## config.mk

```make
export PLATFORM = sky130hd
export DESIGN_NAME = dso_status_outputs
export DESIGN_NICKNAME = d
export VERILOG_FILES = /design/src/common/dso_pkg.sv /design/src/verilog/dso_out_cell.sv /design/src/verilog/dso_status_outputs.sv
export VERILOG_INCLUDE_DIRS = /design/src /design/src/common
export SDC_FILE = /design/constraint.sdc
export NUM_CORES = 1
export LEC_CHECK = 0
export ABC_CLOCK_PERIOD_IN_PS = 3150
export BUFFER_PORTS_ARGS = -buffer_cell sky130_fd_sc_hd__buf_4
export CORE_MARGIN = 10
export CORE_UTILIZATION = 36
export CTS_CLUSTER_SIZE = 16
export DETAILED_ROUTE_END_ITERATION = 16
export PLACE_DENSITY_LB_ADDON = 0.3
export SYNTH_ARGS = -nofsm -noshare
export SYNTH_HDL_FRONTEND = slang
export SYNTH_SLANG_ARGS = --single-unit
```

## constraint.sdc

```tcl
create_clock -name mclk -period 3.15 [get_ports mclk]
set_input_delay 0.315 -clock mclk [delete_from_list [all_inputs] [get_ports mclk]]
set_output_delay 0.315 -clock mclk [all_outputs]
set_load 0.02 [all_outputs]
```

## src/common/dso_map.svh

```systemverilog
`ifndef DSO_MAP_SVH
`define DSO_MAP_SVH
// ****************************************
// Register offsets
// ****************************************
`define DSO_OFS_FUNC_A     8'h00
`define DSO_OFS_FUNC_B     8'h04
`define DSO_OFS_SENSE      8'h08
`define DSO_OFS_ZS_THRESH  8'h0c
`define DSO_OFS_CONTROL    8'h10
`define DSO_OFS_STATUS     8'h14
`define DSO_OFS_IRQ_STATUS 8'h18
`define DSO_OFS_IRQ_MASK   8'h1c
// ****************************************
// Field positions
// ****************************************
`define DSO_CTL_SENSOR_BIT 0
`define DSO_CTL_TRIPRST_BIT 1
`define DSO_SENSE_RELAY_LSB 10
`define DSO_FN_RELAY_LSB   8
// ****************************************
// Flag indices and function codes
// ****************************************
`define DSO_FL_ZS          0
`define DSO_FL_READY       1
`define DSO_FL_FWD         2
`define DSO_FL_REV         3
`define DSO_FL_ALARM       4
`define DSO_FN_ALARM       8'h05
`define DSO_FN_ZS          8'h15
`define DSO_FN_READY       8'h32
`define DSO_FN_FWD         8'h33
`define DSO_FN_REV         8'h34
`define DSO_SENSE_NO       2'h0
`define DSO_SENSE_NC       2'h1
// ****************************************
// Reset values and limits
// ****************************************
`define DSO_RST_FUNC_A     32'h0000_0000
`define DSO_RST_FUNC_B     32'h0000_0500
`define DSO_RST_SENSE      32'h0000_0400
`define DSO_RST_ZS_THRESH  16'h0000
`define DSO_ZS_THRESH_MAX  16'h270f
`define DSO_RESP_OKAY      2'h0
`define DSO_RESP_SLVERR    2'h2
`endif

```

## src/common/dso_pkg.sv

```systemverilog
// ****************************************
// Shared types
// ****************************************
package dso_pkg;
   // Drive run state, one-hot
   typedef enum logic [2:0] {
      DSO_ST_STOP = 3'b001,
      DSO_ST_FWD  = 3'b010,
      DSO_ST_REV  = 3'b100
   } dso_run_state_t;
   typedef logic [7:0]  dso_func_t;
   typedef logic [1:0]  dso_sense_t;
   typedef logic [4:0]  dso_flags_t;
   typedef logic [15:0] dso_freq_t;
endpackage

```

## src/verilog/dso_out_cell.sv

```systemverilog
`timescale 1ns/1ps
`include "dso_map.svh"
// ****************************************
// One output terminal: select, then sense
// ****************************************
module dso_out_cell (
   input  wire logic              mclk,
   input  wire logic              reset,
   input  wire dso_pkg::dso_func_t  func_sel,
   input  wire dso_pkg::dso_sense_t sense_sel,
   input  wire dso_pkg::dso_flags_t flags,
   output logic                   drive
);
   // Code to flag; unknown codes give an idle output
   function automatic logic pick(input dso_pkg::dso_func_t code,
                                 input dso_pkg::dso_flags_t fl);
      case (code)
         `DSO_FN_ZS:    pick = fl[`DSO_FL_ZS];
         `DSO_FN_READY: pick = fl[`DSO_FL_READY];
         `DSO_FN_FWD:   pick = fl[`DSO_FL_FWD];
         `DSO_FN_REV:   pick = fl[`DSO_FL_REV];
         `DSO_FN_ALARM: pick = fl[`DSO_FL_ALARM];
         default:       pick = 1'b0;
      endcase
   endfunction

   logic next_drive;

   // Selection first, inversion second
   always_comb begin
      next_drive = pick(func_sel, flags) ^ (sense_sel == `DSO_SENSE_NC);
   end

   // One register stage per terminal
   always_ff @(posedge mclk) begin
      if (reset) begin
         drive <= 1'b0;
      end else begin
         drive <= next_drive;
      end
   end
endmodule

```

## src/verilog/dso_status_outputs.sv

```systemverilog
`timescale 1ns/1ps
`include "dso_map.svh"
module dso_status_outputs (
   input  wire logic                  mclk,
   input  wire logic                  reset,
   // AXI4-Lite slave
   input  wire logic                  s_axi_awvalid,
   output logic                       s_axi_awready,
   input  wire logic [7:0]            s_axi_awaddr,
   input  wire logic                  s_axi_wvalid,
   output logic                       s_axi_wready,
   input  wire logic [31:0]           s_axi_wdata,
   input  wire logic [3:0]            s_axi_wstrb,
   output logic                       s_axi_bvalid,
   input  wire logic                  s_axi_bready,
   output logic [1:0]                 s_axi_bresp,
   input  wire logic                  s_axi_arvalid,
   output logic                       s_axi_arready,
   input  wire logic [7:0]            s_axi_araddr,
   output logic                       s_axi_rvalid,
   input  wire logic                  s_axi_rready,
   output logic [31:0]                s_axi_rdata,
   output logic [1:0]                 s_axi_rresp,
   // Drive side
   input  wire dso_pkg::dso_freq_t    output_freq,
   input  wire dso_pkg::dso_freq_t    motor_freq,
   input  wire logic                  supply_ok,
   input  wire logic                  trip_event,
   input  wire logic                  trip_reset,
   input  wire logic                  run_fwd_cmd,
   input  wire logic                  run_rev_cmd,
   output logic                       drive_active,
   // Terminals
   output logic                       transistor_output_1,
   output logic                       transistor_output_2,
   output logic                       transistor_output_3,
   output logic                       transistor_output_4,
   output logic                       transistor_output_5,
   output logic                       relay_contact_a,
   output logic                       relay_contact_b,
   output logic                       irq
);
   // ****************************************
   // Declarations
   // ****************************************
   logic [31:0]             func_a;
   logic [31:0]             func_b;
   logic [31:0]             sense;
   logic [15:0]             zero_speed_threshold;
   logic                    sensor_vector;
   logic [3:0]              irq_status;
   logic [3:0]              irq_mask;
   logic                    aw_held;
   logic                    w_held;
   logic [7:0]              aw_addr;
   logic [31:0]             w_data;
   logic [3:0]              w_strb;
   logic                    wr_fire;
   logic                    wr_hit;
   logic [31:0]             next_rdata;
   logic                    rd_hit;
   logic                    trip_reset_req;
   logic                    zero_speed_flag;
   logic                    operation_ready_flag;
   logic                    forward_run_flag;
   logic                    reverse_run_flag;
   logic                    alarm_flag;
   dso_pkg::dso_run_state_t run_state;
   dso_pkg::dso_run_state_t next_run_state;
   dso_pkg::dso_freq_t      cmp_freq;
   dso_pkg::dso_flags_t     flags;
   logic [3:0]              events;
   logic                    run_rejected;
   logic [5:0]              term;
   logic [15:0]             thr_merged;
   logic [15:0]             next_threshold;
   logic [47:0]             func_all;

   // ****************************************
   // Register bus helpers
   // ****************************************
   // Mapped offsets; shared by write and read decode
   function automatic logic mapped(input logic [7:0] a);
      case (a)
         `DSO_OFS_FUNC_A, `DSO_OFS_FUNC_B, `DSO_OFS_SENSE,
         `DSO_OFS_ZS_THRESH, `DSO_OFS_CONTROL, `DSO_OFS_STATUS,
         `DSO_OFS_IRQ_STATUS, `DSO_OFS_IRQ_MASK: mapped = 1'b1;
         default: mapped = 1'b0;
      endcase
   endfunction

   // Byte-lane merge of write data into old value
   function automatic logic [31:0] merge(input logic [31:0] old,
                                         input logic [31:0] nw,
                                         input logic [3:0]  st);
      merge = old;
      for (int i = 0; i < 4; i++) begin
         if (st[i]) begin
            merge[i*8 +: 8] = nw[i*8 +: 8];
         end
      end
   endfunction

   // Each channel ready while nothing is parked on it
   assign s_axi_awready = !aw_held;
   assign s_axi_wready  = !w_held;
   assign s_axi_arready = !s_axi_rvalid;
   assign wr_fire = aw_held && w_held && !s_axi_bvalid;
   assign wr_hit  = wr_fire && mapped(aw_addr);

   // Address and data taken in either order
   always_ff @(posedge mclk) begin
      if (reset) begin
         aw_held <= 1'b0;
         w_held  <= 1'b0;
         aw_addr <= 8'h00;
         w_data  <= 32'h0000_0000;
         w_strb  <= 4'h0;
      end else begin
         if (s_axi_awvalid && s_axi_awready) begin
            aw_held <= 1'b1;
            aw_addr <= s_axi_awaddr;
         end else if (wr_fire) begin
            aw_held <= 1'b0;
         end
         if (s_axi_wvalid && s_axi_wready) begin
            w_held <= 1'b1;
            w_data <= s_axi_wdata;
            w_strb <= s_axi_wstrb;
         end else if (wr_fire) begin
            w_held <= 1'b0;
         end
      end
   end

   // Write response; unmapped offsets answer SLVERR
   always_ff @(posedge mclk) begin
      if (reset) begin
         s_axi_bvalid <= 1'b0;
         s_axi_bresp  <= `DSO_RESP_OKAY;
      end else if (wr_fire) begin
         s_axi_bvalid <= 1'b1;
         s_axi_bresp  <= mapped(aw_addr) ? `DSO_RESP_OKAY : `DSO_RESP_SLVERR;
      end else if (s_axi_bready) begin
         s_axi_bvalid <= 1'b0;
      end
   end

   // ****************************************
   // Configuration registers
   // ****************************************
   // Threshold clamped so it never exceeds 99.99 Hz
   always_comb begin
      thr_merged     = 16'(merge({16'h0000, zero_speed_threshold}, w_data, w_strb));
      next_threshold = (thr_merged > `DSO_ZS_THRESH_MAX) ? `DSO_ZS_THRESH_MAX : thr_merged;
   end

   // Selectors and sense settings
   always_ff @(posedge mclk) begin
      if (reset) begin
         func_a               <= `DSO_RST_FUNC_A;
         func_b               <= `DSO_RST_FUNC_B;
         sense                <= `DSO_RST_SENSE;
         zero_speed_threshold <= `DSO_RST_ZS_THRESH;
         sensor_vector        <= 1'b0;
         irq_mask             <= 4'h0;
      end else if (wr_hit) begin
         case (aw_addr)
            `DSO_OFS_FUNC_A:    func_a <= merge(func_a, w_data, w_strb);
            `DSO_OFS_FUNC_B:    func_b <= merge(func_b, w_data, w_strb) & 32'h0000_ffff;
            `DSO_OFS_SENSE:     sense <= merge(sense, w_data, w_strb) & 32'h0000_0fff;
            `DSO_OFS_ZS_THRESH: zero_speed_threshold <= next_threshold;
            `DSO_OFS_CONTROL: begin
               if (w_strb[0]) begin
                  sensor_vector <= w_data[`DSO_CTL_SENSOR_BIT];
               end
            end
            `DSO_OFS_IRQ_MASK: begin
               if (w_strb[0]) begin
                  irq_mask <= w_data[3:0];
               end
            end
            default: ;
         endcase
      end
   end

   // Trip reset from terminal or a one written to control register bit 1
   assign trip_reset_req = trip_reset ||
      (wr_hit && aw_addr == `DSO_OFS_CONTROL && w_strb[0] && w_data[`DSO_CTL_TRIPRST_BIT]);

   // ****************************************
   // Read path
   // ****************************************
   always_comb begin
      rd_hit = mapped(s_axi_araddr);
      case (s_axi_araddr)
         `DSO_OFS_FUNC_A:     next_rdata = func_a;
         `DSO_OFS_FUNC_B:     next_rdata = func_b;
         `DSO_OFS_SENSE:      next_rdata = sense;
         `DSO_OFS_ZS_THRESH:  next_rdata = {16'h0000, zero_speed_threshold};
         `DSO_OFS_CONTROL:    next_rdata = {31'h0000_0000, sensor_vector};
         `DSO_OFS_STATUS:     next_rdata = {13'h0000, run_state, 3'h0, relay_contact_a,
                                            term[4:0], 2'h0, flags};
         `DSO_OFS_IRQ_STATUS: next_rdata = {28'h000_0000, irq_status};
         `DSO_OFS_IRQ_MASK:   next_rdata = {28'h000_0000, irq_mask};
         default:             next_rdata = 32'h0000_0000;
      endcase
   end

   // Read answer one cycle after the address is taken
   always_ff @(posedge mclk) begin
      if (reset) begin
         s_axi_rvalid <= 1'b0;
         s_axi_rdata  <= 32'h0000_0000;
         s_axi_rresp  <= `DSO_RESP_OKAY;
      end else if (s_axi_arvalid && s_axi_arready) begin
         s_axi_rvalid <= 1'b1;
         s_axi_rdata  <= next_rdata;
         s_axi_rresp  <= rd_hit ? `DSO_RESP_OKAY : `DSO_RESP_SLVERR;
      end else if (s_axi_rready) begin
         s_axi_rvalid <= 1'b0;
      end
   end

   // ****************************************
   // Status flags
   // ****************************************
   // Encoder feedback compares the real rotor speed
   assign cmp_freq = sensor_vector ? motor_freq : output_freq;

   // Zero-speed detect; a zero threshold never fires
   always_ff @(posedge mclk) begin
      if (reset) begin
         zero_speed_flag <= 1'b0;
      end else begin
         zero_speed_flag <= cmp_freq < zero_speed_threshold;
      end
   end

   // Trip latch; a trip beats a reset in the same cycle
   always_ff @(posedge mclk) begin
      if (reset) begin
         alarm_flag <= 1'b0;
      end else if (trip_event) begin
         alarm_flag <= 1'b1;
      end else if (trip_reset_req) begin
         alarm_flag <= 1'b0;
      end
   end

   // Ready only with good supply and no pending trip
   always_ff @(posedge mclk) begin
      if (reset) begin
         operation_ready_flag <= 1'b0;
      end else begin
         operation_ready_flag <= supply_ok && !trip_event &&
                                 !(alarm_flag && !trip_reset_req);
      end
   end

   // Run sequencing; a run lasts until command off and output at 0 Hz, or until a trip
   always_comb begin
      next_run_state = run_state;
      run_rejected   = 1'b0;
      case (run_state)
         dso_pkg::DSO_ST_STOP: begin
            if (run_fwd_cmd ^ run_rev_cmd) begin
               if (!operation_ready_flag) begin
                  run_rejected = 1'b1;
               end else if (run_fwd_cmd) begin
                  next_run_state = dso_pkg::DSO_ST_FWD;
               end else begin
                  next_run_state = dso_pkg::DSO_ST_REV;
               end
            end
         end
         dso_pkg::DSO_ST_FWD: begin
            if (!run_fwd_cmd && output_freq == 16'h0000) begin
               next_run_state = dso_pkg::DSO_ST_STOP;
            end
         end
         dso_pkg::DSO_ST_REV: begin
            if (!run_rev_cmd && output_freq == 16'h0000) begin
               next_run_state = dso_pkg::DSO_ST_STOP;
            end
         end
         default: next_run_state = dso_pkg::DSO_ST_STOP;
      endcase
      // Trip shuts the output off at once
      if (trip_event || alarm_flag) begin
         next_run_state = dso_pkg::DSO_ST_STOP;
      end
   end

   // Direction flags follow the run state
   always_ff @(posedge mclk) begin
      if (reset) begin
         run_state        <= dso_pkg::DSO_ST_STOP;
         forward_run_flag <= 1'b0;
         reverse_run_flag <= 1'b0;
         drive_active     <= 1'b0;
      end else begin
         run_state        <= next_run_state;
         forward_run_flag <= next_run_state == dso_pkg::DSO_ST_FWD;
         reverse_run_flag <= next_run_state == dso_pkg::DSO_ST_REV;
         drive_active     <= next_run_state != dso_pkg::DSO_ST_STOP;
      end
   end

   assign flags = {alarm_flag, reverse_run_flag, forward_run_flag,
                   operation_ready_flag, zero_speed_flag};

   // ****************************************
   // Interrupts
   // ****************************************
   assign events = {run_rejected, trip_event,
                    cmp_freq < zero_speed_threshold && !zero_speed_flag,
                    supply_ok && !operation_ready_flag && !alarm_flag};

   // Sticky events; a new event wins over write-one-to-clear
   always_ff @(posedge mclk) begin
      if (reset) begin
         irq_status <= 4'h0;
      end else if (wr_hit && aw_addr == `DSO_OFS_IRQ_STATUS && w_strb[0]) begin
         irq_status <= (irq_status & ~w_data[3:0]) | events;
      end else begin
         irq_status <= irq_status | events;
      end
   end

   assign irq = |(irq_status & irq_mask);

   // ****************************************
   // Output terminals
   // ****************************************
   // Selectors packed flat so every slice stays in range; relay byte lands at index 5
   assign func_all = {func_b[15:0], func_a};

   // Five transistor outputs plus the relay, identical cells
   generate
      for (genvar g = 0; g < 6; g++) begin : g_term
         dso_out_cell u_cell (
            .mclk      (mclk),
            .reset     (reset),
            .func_sel  (func_all[g*8 +: 8]),
            .sense_sel (sense[g*2 +: 2]),
            .flags     (flags),
            .drive     (term[g])
         );
      end
   endgenerate

   assign transistor_output_1 = term[0];
   assign transistor_output_2 = term[1];
   assign transistor_output_3 = term[2];
   assign transistor_output_4 = term[3];
   assign transistor_output_5 = term[4];
   // Relay a-contact closes when the cell drives; b is the opposite pair
   assign relay_contact_a = term[5];
   assign relay_contact_b = !term[5];
endmodule

```

==> out/metrics.csv <==
stage,metric,value,unit
outcome,outcome,finished clean,
drt,drt_iter0_markers,618,
sta,final_max_slew_viol_count,0,
pwr,leakage,4.08,nW
grt,grt_pass1_vias,7144,
final_layout,nNetsFinal,1194,
sta,setup_tns,0,ns
clocking,cts_setup_buffers,0,
worst_hold_path,min_from,s_axi_awaddr[7],
setup_path,r2r_slack,0.59,ns
setup_path,cp_slowest_cell,dfxtp_1,
grt,grt_overflow,0,
synthesis,ys_warn_count,0,
worst_hold_path,holdPathEnd,aw_addr[7]$_SDFFE_PP0P_,
setup_path,path_common_cell,o21ai_0,
clocking,cts.sinks,183,
synthesis,ys_async_sr_fraction,0,%
placement,gp_congestion,0.856,
clocking,cts_max_path_buffers,2,
placement,portBuffers,143,
pwr,clkPwrFrac,44.9,%
clocking,numCtsBuffers,17,
run,maxCapViolCount,0,
setup_path,path_cells,"buf_4, mux2_2, ha_1, and4_1, a2111oi_0, o31a_1, o21ai_0, o21ai_0",
final_layout,stdcell_area,10500,um^2
setup_path,worstSetupPathType,reg2reg,
floorplan,initial_utilization,36.5,%
drt,drt-vias-per-instance,5.24,
floorplan,die_w,174,um
sta,min_period_over_period,81.3,%
final_layout,drive_gt1_share,21.5,%
drt,wirelength,25.7,mm
floorplan,rows,56,
synthesis,synthFlopType,dfxtp_1,
drt,wl_per_cell,18.2,um
final_layout,mostFrequentLayoutCells,"183 x dfxtp_1, 154 x buf_4, 117 x nand2_1",
floorplan,pin_count,146,
setup_path,ff2ff_path_depth,8,
pwr,p_sw_share,23.6,%
final_layout,final_common_cell,dfxtp_1,
sta,clock_skew,0.0113,ns
sta,min_period,2.56,ns
synthesis,syn_area,8540,um^2
clocking,htreeDepth,4,
sta,finalSetupViolations,0,
grt,grt_pass1_wl,40.4,mm
clocking,cts_hold_buf,0,
pwr,p_total,5.14,mW
floorplan,die_y,174,um
synthesis,synth-seq-cells,183,
setup_path,slowest_delay,0.62,ns
grt,antenna_found_initial,0,
grt,grtUsageTotal,16.5,%
final_layout,antenna_cells,0,
setup_path,critPathLaunchType,flip-flop,
pwr,ir_drop,0.000299,V
synthesis,yosysSeqAreaShare,42.9,%
synthesis,synth_edf_count,0,
floorplan,dieArea,30300,um^2
clocking,clock_latency,0.43,ns
worst_hold_path,holdPathStages,3,
sta,maxSlewHeadroom,41.2,%
setup_path,rr_endpoint,irq_status[1]$_SDFF_PP0_,
floorplan,core,23400,um^2
clocking,cts_root_buf,clkbuf_16,
sta,hold_viol,0,
drt,ant_nets,0,
pwr,seqPwrFrac,47.2,%
setup_path,arrival,2.92,ns
pwr,p_per_area,491,nW/um^2
drt,firstDrtPassIters,5,
synthesis,synthCells,974,
clocking,cts_tree,built,
pwr,p_int,3.93,mW
pwr,power.switching,1.22,mW
setup_path,critPathMaxFanout,10,
grt,grt_max_degree,67,
sta,rsz0062_at_grt,false,
final_layout,utilization,44.7,%
setup_path,r2r_start,sensor_vector$_SDFFE_PP0P_,
drt,dr_total_vias,7415,
synthesis,synth.distinct_cells,64,
clocking,cts-resized-gates,0,
final_layout,syn_to_final_growth,22.6,%
sta,worst_pin_slew,0.880,ns
clocking,path_clk_slew,0.07,ns
setup_path,critPathCaptureType,flip-flop,
setup_path,required,3.51,ns
pwr,comb_power_share,7.9,%
placement,dpl_cell_area,9820,um^2
worst_hold_path,holdCritPathClass,in2reg,
sta,max_freq,390,MHz
synthesis,syn_avg_cell_area,8.77,um^2
placement,dp_hpwl,19.3,mm
drt,drcViolationCount,0,
## cell usage after synthesis, types with 3 or more instances
library cell,count,area (um^2)
a211o_1,3,26.3
a211oi_1,6,45.0
a21o_1,5,37.5
a21oi_1,78,390
a221oi_1,6,52.6
a22o_1,4,35.0
a22oi_1,30,225
a31oi_1,11,68.8
and3_1,5,31.3
and3b_1,3,26.3
and4b_1,4,40.0
buf_1,4,15.0
buf_2,7,35.0
buf_4,7,52.6
clkbuf_1,47,176
dfxtp_1,183,3660
ha_1,15,188
inv_1,35,131
mux2_2,30,338
mux2i_1,74,741
mux4_2,5,113
nand2_1,117,439
nand2b_1,7,43.8
nand3_1,14,70.1
nand3b_1,15,113
nand4_1,8,50.1
nand4b_1,4,35.0
nor2_1,111,417
nor2b_1,23,144
nor3_1,18,90.1
nor4_1,10,62.6
o2111ai_1,4,35.0
o21a_1,4,30.0
o21ai_0,30,150
or3_1,5,31.3
or4_1,3,22.5
or4b_2,4,40.0
## layer usage
metal	track usage (%)	up-vias	share of wire [%]	wire, um
met1	21.2	3548	45	11700
met4	4.06	0	1.3	345
met2	27.6	177	49	12500
met3	3.45	17	4.6	1170
li1	-	3673	-	-
met5	0	-	0	0
## final cells by class
class,instances,area [um^2]
Sequential cell,183,3660
Multi-Input combinational cell,692,4470
Tap cell,319,399
Clock buffer,19,453
Fill cell,2325,12900
Timing Repair Buffer,154,1160
Clock inverter,13,191
Inverter,35,131
## power groups by stage
stage	registers [mW]	clock network, mW	logic, mW
6_report	2.43	2.31	0.405
4_1_cts	2.43	2.35	0.409
5_1_grt	2.43	2.44	0.450
3_3_place_gp	2.48	0	0.402
3_5_place_dp	2.48	0	0.407
2_1_floorplan	2.45	0	0.241
## worst max path at each step
stage,start,to,slack (ns),cells past startpoint
after floorplan,sensor_vector$_SDFFE_PP0P_,irq_status[1]$_SDFF_PP0_,0.57,9
final,sensor_vector$_SDFFE_PP0P_,irq_status[1]$_SDFF_PP0_,0.59,8
after global routing,sensor_vector$_SDFFE_PP0P_,irq_status[1]$_SDFF_PP0_,0.43,8
after global placement,sensor_vector$_SDFFE_PP0P_,irq_status[1]$_SDFF_PP0_,0.70,8
after CTS,sensor_vector$_SDFFE_PP0P_,irq_status[1]$_SDFF_PP0_,0.61,8
after detailed placement,sensor_vector$_SDFFE_PP0P_,irq_status[1]$_SDFF_PP0_,0.64,8
## worst max-delay path, delay by kind of cell, from the launching register on
kind                       cells  cell delay, ns
buffers and inverters          1            0.27
and+or+nand+nor                1            0.19
DFF                            1            0.62
muxes                          1            0.35
adders and majority gates      1            0.18
AOI/OAI and AO/OA              4            0.89
## per-stage QoR
step / hold WS (ns) / std cells / worst slack [ns]
after CTS: 0.103 / 1415 / 0.607
after floorplan: 0.392 / 975 / 0.572
after detailed placement: 0.447 / 1383 / 0.643
after global placement: 0.440 / 1383 / 0.702
final: 0.117 / 1415 / 0.588
after global routing: 0.115 / 1415 / 0.427
## registers in the layout, indices dropped and copies added, names as in the netlist, 6 cells and up, named ones only
signal	cells
zero_speed_threshold	16
func_b	16
func_a	32
sense	12
g_term.u_cell.drive	6
aw_addr	8
s_axi_rdata	32
w_data	32
## cell families after synthesis
family	after synthesis	synth area share (%)
other	1	0.0439
adder cells (fa/ha/maj)	15	2.20
AO/OA/AOI/OAI	196	14.3
flip-flops	183	42.9
XOR/XNOR	1	0.103
multiplexers	109	13.9
AND/OR/NAND/NOR	369	21.7
buffers and inverters	100	4.81
(Power assumes the default switching activity.)
